`src/hw/fit_pkg.sv`:
```
/*
 Package for the flag, interrupt request and timer pin block.
 Assumes a single core clock and a synchronous active-high reset.
*/
package fit_pkg;
   localparam int FLAG_COUNT  = 4;                 // General-purpose flags
   localparam int IRQ_COUNT   = 4;                 // Interrupt request inputs
   localparam int SYNC_STAGES = 2;                 // Synchroniser depth
   localparam logic [3:0] FLAG_DIR_RST  = 4'h0;    // All inputs at reset
   localparam logic [3:0] FLAG_OUT_RST  = 4'h0;    // Output data at reset
   localparam logic [3:0] IRQ_MODE_RST  = 4'h0;    // Level sensing at reset
   localparam logic [3:0] IRQ_EN_RST    = 4'h0;    // Disabled at reset
   localparam logic [3:0] IRQ_PEND_RST  = 4'h0;    // Nothing pending
   localparam logic       SYNC_RST      = 1'h1;    // Pins idle high (pull-up)
   localparam logic       STRAP_RST     = 1'h0;    // Strap capture default
   // Timer expiry pulse width
   localparam int TMR_PULSE_NS     = 5;
   localparam int CLK_PERIOD_NS    = 5;
   localparam int TMR_PULSE_CYCLES =
      (TMR_PULSE_NS + CLK_PERIOD_NS - 1) / CLK_PERIOD_NS;
endpackage

```
`src/hw/fit_sync_if.sv`:
```
/*
 Interface carrying raw pin levels into the synchroniser and the
 synchronised levels back out. Assumes both ends share sys_clk.
*/
`timescale 1ns/100ps
`default_nettype none
interface fit_sync_if #(parameter int WIDTH = 8);
   logic [WIDTH-1:0] rawLevel;   // Asynchronous levels
   logic [WIDTH-1:0] syncLevel;  // Levels in core domain
   modport core (output rawLevel, input syncLevel);
   modport sync (input rawLevel, output syncLevel);
endinterface
`default_nettype wire

```
`src/hw/fit_pins.sv`:
```
/*
 Flag, external interrupt request and timer expiry pin logic.
 Assumes software controls arrive as plain core-clock ports, the
 interrupt controller returns one-cycle service pulses, and timer 0
 gives a one-cycle expiry pulse. Request pins are active low.
*/
`timescale 1ns/100ps
`default_nettype none
module fit_pins
   import fit_pkg::*;
#(
   parameter int NFLAG = fit_pkg::FLAG_COUNT,
   parameter int NIRQ  = fit_pkg::IRQ_COUNT
) (
   input  wire logic            sys_clk,        // Core clock 200 MHz
   input  wire logic            srst,           // Sync reset, high
   input  wire logic [NFLAG-1:0] flagDirIn,     // 1 = output per flag
   input  wire logic [NFLAG-1:0] flagOutData,   // Flag output values
   input  wire logic            flagCfgWr,      // Load dir and data
   input  wire logic [NFLAG-1:0] programFlagPinsIn, // Flag pin level
   output logic      [NFLAG-1:0] programFlagPinsOut,// Flag pin drive
   output logic      [NFLAG-1:0] programFlagPinsOe, // Flag drive enable
   output logic      [NFLAG-1:0] flagCondition, // Sequencer conditions
   input  wire logic [NIRQ-1:0] irqModeIn,      // 1 = edge sensing
   input  wire logic [NIRQ-1:0] irqEnableIn,    // Enable per request
   input  wire logic            irqCfgWr,       // Load mode and enable
   input  wire logic [NIRQ-1:0] externalInterruptRequestsN, // Pins, low
   input  wire logic [NIRQ-1:0] irqServiced,    // Service pulses
   output logic      [NIRQ-1:0] irqRaise,       // To controller
   output logic      [NIRQ-1:0] irqEnableState, // Enable readback
   input  wire logic            timer0Expired,  // Timer 0 expiry pulse
   input  wire logic            timerExpiryOutputIn, // Pin level
   output logic                 timerExpiryOutput,   // Pin drive
   output logic                 timerExpiryOutputOe, // Pin enable
   output logic                 irqBootStrap    // Strap sampled at reset
);
   localparam int NSYNC = NFLAG + NIRQ;
   localparam int PCW   = $clog2(TMR_PULSE_CYCLES + 1);

   logic [NFLAG-1:0] flagDir_r, flagDir_nxt;
   logic [NFLAG-1:0] flagOut_r, flagOut_nxt;
   logic [NIRQ-1:0]  irqMode_r, irqMode_nxt;
   logic [NIRQ-1:0]  irqEn_r, irqEn_nxt;
   logic [NIRQ-1:0]  irqPend_r, irqPend_nxt;
   logic [NIRQ-1:0]  irqPrev_r, irqPrev_nxt;
   logic             strap_r, strap_nxt;
   logic             inReset_r, inReset_nxt;
   logic [PCW-1:0]   pulseCnt_r, pulseCnt_nxt;
   logic             tmrOut_r, tmrOut_nxt;
   logic [NFLAG-1:0] flagSync;
   logic [NIRQ-1:0]  irqActive;
   logic             strapSync;

   fit_sync_if #(.WIDTH(NSYNC)) syncBus ();
   fit_sync_if #(.WIDTH(1))     strapBus ();

   assign syncBus.rawLevel = {externalInterruptRequestsN,
                              programFlagPinsIn};
   fit_sync #(
      .WIDTH  (NSYNC),
      .STAGES (SYNC_STAGES)
   ) u_sync (
      .sys_clk (sys_clk),
      .srst    (srst),
      .port    (syncBus.sync)
   );
   assign flagSync  = syncBus.syncLevel[NFLAG-1:0];
   assign irqActive = ~syncBus.syncLevel[NSYNC-1:NFLAG];

   // Strap chain is never reset: a reset chain would hold its
   // idle level and hide the strap for the whole reset period.
   // Its level is only used during reset and the first cycle after release.
   // strap synchroniser
   assign strapBus.rawLevel = timerExpiryOutputIn;
   fit_sync #(
      .WIDTH  (1),
      .STAGES (SYNC_STAGES)
   ) u_strapSync (
      .sys_clk (sys_clk),
      .srst    (1'h0),
      .port    (strapBus.sync)
   );
   assign strapSync = strapBus.syncLevel[0];

   // Flag direction and data registers
   always_comb begin
      flagDir_nxt = flagDir_r;
      flagOut_nxt = flagOut_r;
      if (flagCfgWr) begin
         flagDir_nxt = flagDirIn;
         flagOut_nxt = flagOutData;
      end
   end

   always_ff @(posedge sys_clk) begin
      if (srst) begin
         flagDir_r <= FLAG_DIR_RST;
         flagOut_r <= FLAG_OUT_RST;
      end else begin
         flagDir_r <= flagDir_nxt;
         flagOut_r <= flagOut_nxt;
      end
   end

   assign programFlagPinsOut = flagOut_r;
   assign programFlagPinsOe  = flagDir_r;
   assign flagCondition      = flagSync;

   // Strap capture while reset is held, then boot enable on release
   // Boot enable uses the strap held from the last reset cycle
   always_comb begin
      inReset_nxt = srst;
      strap_nxt   = strap_r;
      irqMode_nxt = irqMode_r;
      irqEn_nxt   = irqEn_r;
      if (inReset_r) begin
         strap_nxt = strapSync;
      end
      if (inReset_r && !srst && strap_r) begin
         irqEn_nxt = {NIRQ{1'b1}};
      end else if (irqCfgWr) begin
         irqMode_nxt = irqModeIn;
         irqEn_nxt   = irqEnableIn;
      end
   end

   always_ff @(posedge sys_clk) begin
      inReset_r <= inReset_nxt;
      strap_r   <= strap_nxt;
      if (srst) begin
         irqMode_r <= IRQ_MODE_RST;
         irqEn_r   <= IRQ_EN_RST;
      end else begin
         irqMode_r <= irqMode_nxt;
         irqEn_r   <= irqEn_nxt;
      end
   end

   // Edge detect and pending latch
   // Disable or level mode drops any pending edge
   always_comb begin
      irqPrev_nxt = irqActive;
      irqPend_nxt = irqPend_r;
      for (int i = 0; i < NIRQ; i++) begin
         if (irqServiced[i]) begin
            irqPend_nxt[i] = 1'b0;
         end
         if (irqMode_r[i] && irqEn_r[i] && irqActive[i] && !irqPrev_r[i])
         begin
            irqPend_nxt[i] = 1'b1;
         end
         if (!irqMode_r[i] || !irqEn_r[i]) begin
            irqPend_nxt[i] = 1'b0;
         end
      end
   end

   always_ff @(posedge sys_clk) begin
      if (srst) begin
         irqPend_r <= IRQ_PEND_RST;
         irqPrev_r <= IRQ_PEND_RST;
      end else begin
         irqPend_r <= irqPend_nxt;
         irqPrev_r <= irqPrev_nxt;
      end
   end

   assign irqRaise = irqEn_r & ((irqMode_r & irqPend_r) |
                                (~irqMode_r & irqActive));
   assign irqEnableState = irqEn_r;

   // Timer expiry pulse stretcher
   // A new expiry restarts the count, so expiries closer than
   // the pulse width merge into one longer pulse
   always_comb begin
      pulseCnt_nxt = pulseCnt_r;
      tmrOut_nxt   = 1'b0;
      if (timer0Expired) begin
         pulseCnt_nxt = PCW'(TMR_PULSE_CYCLES);
      end else if (pulseCnt_r != '0) begin
         pulseCnt_nxt = pulseCnt_r - PCW'(1);
      end
      if (timer0Expired || pulseCnt_r > PCW'(1)) begin
         tmrOut_nxt = 1'b1;
      end
   end

   always_ff @(posedge sys_clk) begin
      if (srst) begin
         pulseCnt_r <= '0;
         tmrOut_r   <= 1'b0;
      end else begin
         pulseCnt_r <= pulseCnt_nxt;
         tmrOut_r   <= tmrOut_nxt;
      end
   end

   assign timerExpiryOutput   = tmrOut_r;
   assign timerExpiryOutputOe = ~inReset_r & ~srst;
   assign irqBootStrap        = strap_r;
endmodule
`default_nettype wire

```
`src/hw/fit_sync.sv`:
```
/*
 Multi-stage synchroniser bank for asynchronous pin inputs.
 Assumes the inputs may change at any time relative to sys_clk.
*/
`timescale 1ns/100ps
`default_nettype none
module fit_sync #(
   parameter int WIDTH  = 8,
   parameter int STAGES = fit_pkg::SYNC_STAGES
) (
   input  wire logic sys_clk,   // Core clock
   input  wire logic srst,      // Synchronous reset
   fit_sync_if.sync  port       // Raw in, synchronised out
);
   import fit_pkg::*;
   logic [WIDTH-1:0] stage_r   [STAGES];
   logic [WIDTH-1:0] stage_nxt [STAGES];

   // Shift chain; first stage read only by the second
   always_comb begin
      stage_nxt[0] = port.rawLevel;
      for (int i = 1; i < STAGES; i++) begin
         stage_nxt[i] = stage_r[i-1];
      end
   end

   // Register the chain
   always_ff @(posedge sys_clk) begin
      for (int i = 0; i < STAGES; i++) begin
         if (srst) begin
            stage_r[i] <= {WIDTH{SYNC_RST}};
         end else begin
            stage_r[i] <= stage_nxt[i];
         end
      end
   end

   assign port.syncLevel = stage_r[STAGES-1];
endmodule
`default_nettype wire

```
`config.mk`:
```
export PLATFORM = sky130hd
export DESIGN_NAME = fit_pins
export DESIGN_NICKNAME = d
export VERILOG_FILES = /design/src/hw/fit_pkg.sv /design/src/hw/fit_sync_if.sv /design/src/hw/fit_pins.sv /design/src/hw/fit_sync.sv
export SDC_FILE = /design/constraint.sdc
export NUM_CORES = 1
export LEC_CHECK = 0
export BUFFER_PORTS_ARGS = -buffer_cell sky130_fd_sc_hd__buf_2
export CORE_UTILIZATION = 54
export CTS_BUF_LIST = sky130_fd_sc_hd__clkbuf_2
export DETAILED_ROUTE_END_ITERATION = 10
export GPL_TIMING_DRIVEN = 0
export PLACE_DENSITY = 0.85
export REMOVE_ABC_BUFFERS = 1
export SYNTH_ARGS = -nofsm -noshare
export SYNTH_HDL_FRONTEND = slang
export SYNTH_SLANG_ARGS = --single-unit
```
`constraint.sdc`:
```
create_clock -name sys_clk -period 2.4 [get_ports sys_clk]
set_input_delay 0.36 -clock sys_clk [delete_from_list [all_inputs] [get_ports sys_clk]]
set_output_delay 0.36 -clock sys_clk [all_outputs]
set_load 0.02 [all_outputs]
```
==> run metrics, run 1 <==
Synth async-reset ratio=0; Hold Crit Class=in2reg; Slew Limit Fails=0; drt pass-1 iters=2; Worst Setup Path Type=reg2out; RSZ-0062 raised after global routing=no; Slew Limit Headroom=0.612; worst path required time=2.04 ns; Syn. warnings=0; Synth Area per Inst=10.9 um^2; TritonCTS clock tree=built; met3 GRT Util=0.0605; worst-margin pin slew=0.583 ns; antenna cells=0; total die area=0.00312 mm^2; Via Count=1082; Final Util=0.681; CTS root buffer=clkbuf_2; Hold-fix buffers, CTS=0; worst-path maximum fanout=3; met2 usage=0.291; Tcrit/Tclk final=0.719; drt via density=4.75; Resize count post-CTS=0; peak supply drop=0.601 mV; Site Rows=19; Post-DP Area=0.00181 mm^2; Tot Pwr=0.00134 W; worst-case reg-to-reg path depth=2; register area share after synthesis=0.582; pre-CTS WS=0.923 ns; Critical path origin=irqMode_r[2]; CTS sink count=45; Routability Congestion=0.797; Final Hold Fails=0; fmax=0.579 GHz; CTS Buf Count=5; WHS Path Cells=1; Port Buffer Count=56; post-DP HPWL=1730 um; final wirelength=2400 um; most frequent cell after synthesis=dfxtp_1; commonest cells in the netlist=dfxtp_1, or2_2, mux2i_1; FF+latch count, synth=45; EDFF count, synth=1; P_leak=0.868 nW; initial antenna violation count=0; top post-synthesis cells by area=dfxtp_1, mux2i_1, or2_2; Layout area overhead=20.0%; post-synth top area cell=dfxtp_1; number of global-route vias before repair=1005; gr usage total=0.169; Mapped Area=0.00156 mm^2; FF-to-FF Start=irqBootStrap; Worst-path clk slew=0.21 ns; outcome=completed; Post-CTS Setup Inserts=0; Die Ht=55.8 um; core area=0.00276 mm^2; clk_lat worst skew=0.40 ns; Routed Antenna Nets=0; synthesized instance count=143; WP data arrival=1.37 ns; DRC violations left=0; H-tree depth=2; Starting Density=0.567; clk buf depth=2; Worst setup EP type=output pin; setup ws final=0.674 ns; DR iter-0 viols=26; first-pass GRT wire length=3990 um; io pins=57; final setup vio count=0; hold path startpoint=timerExpiryOutputIn; Yosys top cell area share=0.563; Max-Cap Viols=0; wire per inst=10.5 um; Setup Skew=0.0186 ns; Top Usage Layer GRT=met2; GRT met1 Usage=0.175; Pwr per Cell Area=715 mW/mm^2; layout cell share with drive strength beyond 1=0.462; Fin Setup TNS=0 ns; Die W=55.8 um; nets=230; Top FF cell, synth=dfxtp_1; Startpoint Class=register; synth unique cells=17; Tmin final=1.73 ns; largest net degree at the start of global routing=44; total gr overflow=0; post-route cell area=0.00188 mm^2
[state kept, by name, summed over array words and instances (netlist names)]
signal	cells
irqBootStrap	1
u_sync.stage_r	16
inReset_r	1
programFlagPinsOut	4
programFlagPinsOe	4
u_strapSync.stage_r	2
irqPrev_r	4
irqMode_r	4
pulseCnt_r	1
irqEnableState	4
irqPend_r	4
[cells in the final DEF (no fill, tap or decap)]
| master | instances |
|---|---|
| clkinv_1 | 1 |
| dfxtp_1 | 44 |
| a21boi_4 | 1 |
| nor2_1 | 13 |
| or2_1 | 1 |
| edfxtp_1 | 1 |
| a21oi_1 | 8 |
| buf_2 | 56 |
| a211oi_2 | 4 |
| or2_2 | 23 |
| nand2b_1 | 12 |
| inv_1 | 4 |
| nor2b_1 | 1 |
| mux2i_1 | 16 |
| clkbuf_2 | 6 |
| nand2_1 | 5 |
| bufinv_16 | 1 |
[cell type report]
cell class	instances	area, um^2
sequential	45	911
tap	31	38.8
timing repair buffer	56	280
multi-input combinational	84	568
fill	224	881
clock buffer	6	30.0
clock inverter	2	33.8
inverter	4	15.0
[final timing paths]
| path | end | slack [ns] |
|---|---|---|
| worst min-delay path | u_strapSync.stage_r[0] | 0.05 |
| worst max register to register | irqMode_r[3] | 1.37 |
| worst max-delay path | irqRaise[2] | 0.67 |
| worst min register to register | u_strapSync.stage_r[1] | 0.36 |
[routing by layer]
metal | wire length [um] | part of all wire | vias to the layer above
li1 | - | - | 560
met1 | 1020 | 0.42 | 471
met2 | 1120 | 0.47 | 45
met3 | 219 | 0.091 | 6
met4 | 41 | 0.017 | 0
met5 | 0 | 0 | -
[critical path, stage by stage, from the launching register on]
cell and delay (ns):
dfxtp_1 0.37, or2_2 0.29, a21oi_1 0.13, buf_2 0.17
[through the flow]
stage | hold WS (ns) | std cells
2_1_floorplan | 0.310 | 133
3_3_place_gp | 0.312 | 220
3_5_place_dp | 0.316 | 220
4_1_cts | 0.0241 | 228
5_1_grt | 0.000889 | 228
6_report | 0.0456 | 228
[power by group]
group | internal [W] | switching, W | leakage [nW]
logic | 0.0000666 | 0.0000722 | 0.454
clock network | 0.000178 | 0.000220 | 0.0406
registers | 0.000788 | 0.0000176 | 0.373
[kinds of logic after synthesis]
kind of cell	Yosys count	share of synthesized area
simple gates	55	0.191
flops	45	0.582
mux	16	0.102
buf+inv	14	0.0544
compound gates	13	0.0696
(Power assumes the default switching activity.)
==> run 2, diff against run 1 <==
CORE_UTILIZATION = 50   (was 54)
PLACE_DENSITY = 0.8   (was 0.85)
clock period = 1.7 ns   (was 2.4 ns; I/O delays follow)
==> run 2 against run 1 <==
  * The run now ends with design-rule violations left
  * Clock power up 80%
  * Clock-buffer cell count fell by 1
  * Via count increased by 3.5%
  * Largest cell class unchanged
==> run metrics, run 2 (same netlist as run 1, synthesis figures left out) <==
worst-case reg-to-reg path depth=2 (unchanged); WHS Path Cells=3 (was 1); drt pass-1 iters=9 (was 2); peak supply drop=0.716 mV (was 0.601 mV); Slew Limit Headroom=0.599 (was 0.612); io pins=57 (unchanged); Layout Cells excl Fill=237 (was 228); placed cells=220 (unchanged); DR iter-0 viols=31 (was 26); WP data arrival=1.35 ns (was 1.37 ns); H-tree depth=2 (unchanged); TritonCTS clock tree=built (unchanged); antenna cells=0 (unchanged); FF-to-FF Start=irqBootStrap (unchanged); Routability Congestion=0.727 (was 0.797); first-pass GRT wire length=4370 um (was 3990 um); wire per inst=11.1 um (was 10.5 um); outcome=finished with violations (was completed); max reg flops=16 (unchanged); CTS sink count=45 (unchanged); FF-to-FF setup slack=0.66 ns (was 1.37 ns); Worst Setup Path Type=reg2out (unchanged); Worst-path clk slew=0.22 ns (was 0.21 ns); number of global-route vias before repair=1065 (was 1005); Die W=57.9 um (was 55.8 um); post-DP HPWL=1790 um (was 1730 um); Min-Delay Endpoint=programFlagPinsOut[2] (was u_strapSync.stage_r[0]); largest net degree at the start of global routing=44 (unchanged); Final Hold Fails=0 (unchanged); Routed Antenna Nets=0 (unchanged); drt via density=4.73 (was 4.75); Startpoint Class=register (unchanged); fmax=0.624 GHz; worst-margin pin slew=0.601 ns (was 0.583 ns); gr usage total=0.176 (was 0.169); worst path required time=1.44 ns (was 2.04 ns); CTS root buffer=clkbuf_2 (unchanged); Max-Cap Viols=0 (unchanged); nets=239 (was 230); Site Rows=19 (unchanged); Layout area overhead=28.1% (was 20.0%); Pwr per Cell Area=1030 mW/mm^2 (was 715 mW/mm^2); Slew Limit Fails=0 (unchanged); Tcrit/Tclk final=0.943; hold path startpoint=flagOutData[2] (was timerExpiryOutputIn); P_leak=0.918 nW (was 0.868 nW); most frequent cells in the layout=buf_2, dfxtp_1, or2_2, mux2i_1, nor2_1 (unchanged); total gr overflow=0 (unchanged); Starting Density=0.548 (was 0.567); CTS Buf Count=5 (unchanged); Fin Setup TNS=0 ns (unchanged); Die Ht=57.9 um (was 55.8 um); worst hold slack=0.0781 ns (was 0.0456 ns); RSZ-0062 raised after global routing=no (unchanged); Worst setup EP type=output pin (unchanged); total die area=0.00336 mm^2 (was 0.00312 mm^2); most common cell after layout, fill and taps aside=buf_2 (unchanged); worst-path maximum fanout=3 (unchanged); final setup vio count=0 (unchanged); initial antenna violation count=0 (unchanged); worst reg2reg endpoint=irqMode_r[1] (was irqMode_r[3]); clk_lat worst skew=0.40 ns (about the same); Tmin final=1.60 ns; violated checks=design-rule violations; DRC violations left=3 (was 0); clk buf depth=2 (unchanged); core area=0.00285 mm^2 (was 0.00276 mm^2); Reg with most FFs=u_sync.stage_r (unchanged); Port Buffer Count=56 (unchanged); Via Count=1120 (was 1082); Setup Skew=0.0179 ns (was 0.0186 ns); final wirelength=2620 um (was 2400 um); layout cell share with drive strength beyond 1=0.456 (was 0.462); Hold Crit Class=in2reg (unchanged)
-- run 2: cell types whose count changed in the layout (fill, tap and decap cells not counted) --
| cell | delta |
|---|---|
| clkinv_1 | -1 |
| buf_2 | -3 |
| clkinv_2 | +1 |
| dlygate4sd3_1 | +9 |
| bufinv_16 | +1 |
| buf_4 | +3 |
| clkbuf_2 | -1 |
| dfxtp_2 | +2 |
| dfxtp_1 | -2 |
-- run 2: what timing repair did --
item	in CTS	in global routing
setup buffers	0	0
endpoints found under the hold margin	7	2
hold buffers	7	2
setup endpoints to repair	0	3
resized for setup	0	5
-- run 2: worst max-delay path, stage by stage (launching register included) --
cell	delay [ns]
dfxtp_1	0.37
or2_2	0.29
a21oi_1	0.13
buf_2	0.17
-- run 2: layer usage --
layer | GRT usage | share of wire | vias to the layer above
met5 | 0 | 0 | -
met4 | 0.0612 | 0.014 | 0
met3 | 0.0759 | 0.081 | 5
met2 | 0.317 | 0.49 | 45
met1 | 0.181 | 0.41 | 495
li1 | - | - | 575
-- run 2: worst max path at each step --
stage	start	endpoint
CTS	irqMode_r[3]	irqRaise[3]
global placement	srst	timerExpiryOutputOe
floorplan	irqMode_r[0]	irqRaise[0]
detailed placement	srst	timerExpiryOutputOe
global route	u_sync.stage_r[1][5]	irqRaise[1]
finish	irqMode_r[1]	irqRaise[1]
-- run 2: cell type report --
type                            instances  area [um^2]
Sequential cell                        45          913
Fill cell                             226          850
Multi-Input combinational cell         84          568
Timing Repair Buffer                   65          378
Clock inverter                          3         65.1
Tap cell                               31         38.8
Clock buffer                            5         25.0
Inverter                                4         15.0
-- run 2: stage by stage --
step / total power [W] / utilization / setup WS [ns] / cell area [um^2]
global route: 0.00215 / 0.702 / 0.00224 / 2000
global placement: 0.00135 / 0.636 / 0.394 / 1810
CTS: 0.00208 / 0.692 / 0.0584 / 1970
detailed placement: 0.00136 / 0.636 / 0.370 / 1810
finish: 0.00207 / 0.702 / 0.0970 / 2000
floorplan: 0.00126 / - / 0.494 / 1490
-- run 2: power by group --
part	switching, W	total, W	internal (W)
combinational	0.000107	0.000215	0.000108
sequential	0.0000251	0.00114	0.00111
clock	0.000323	0.000716	0.000394
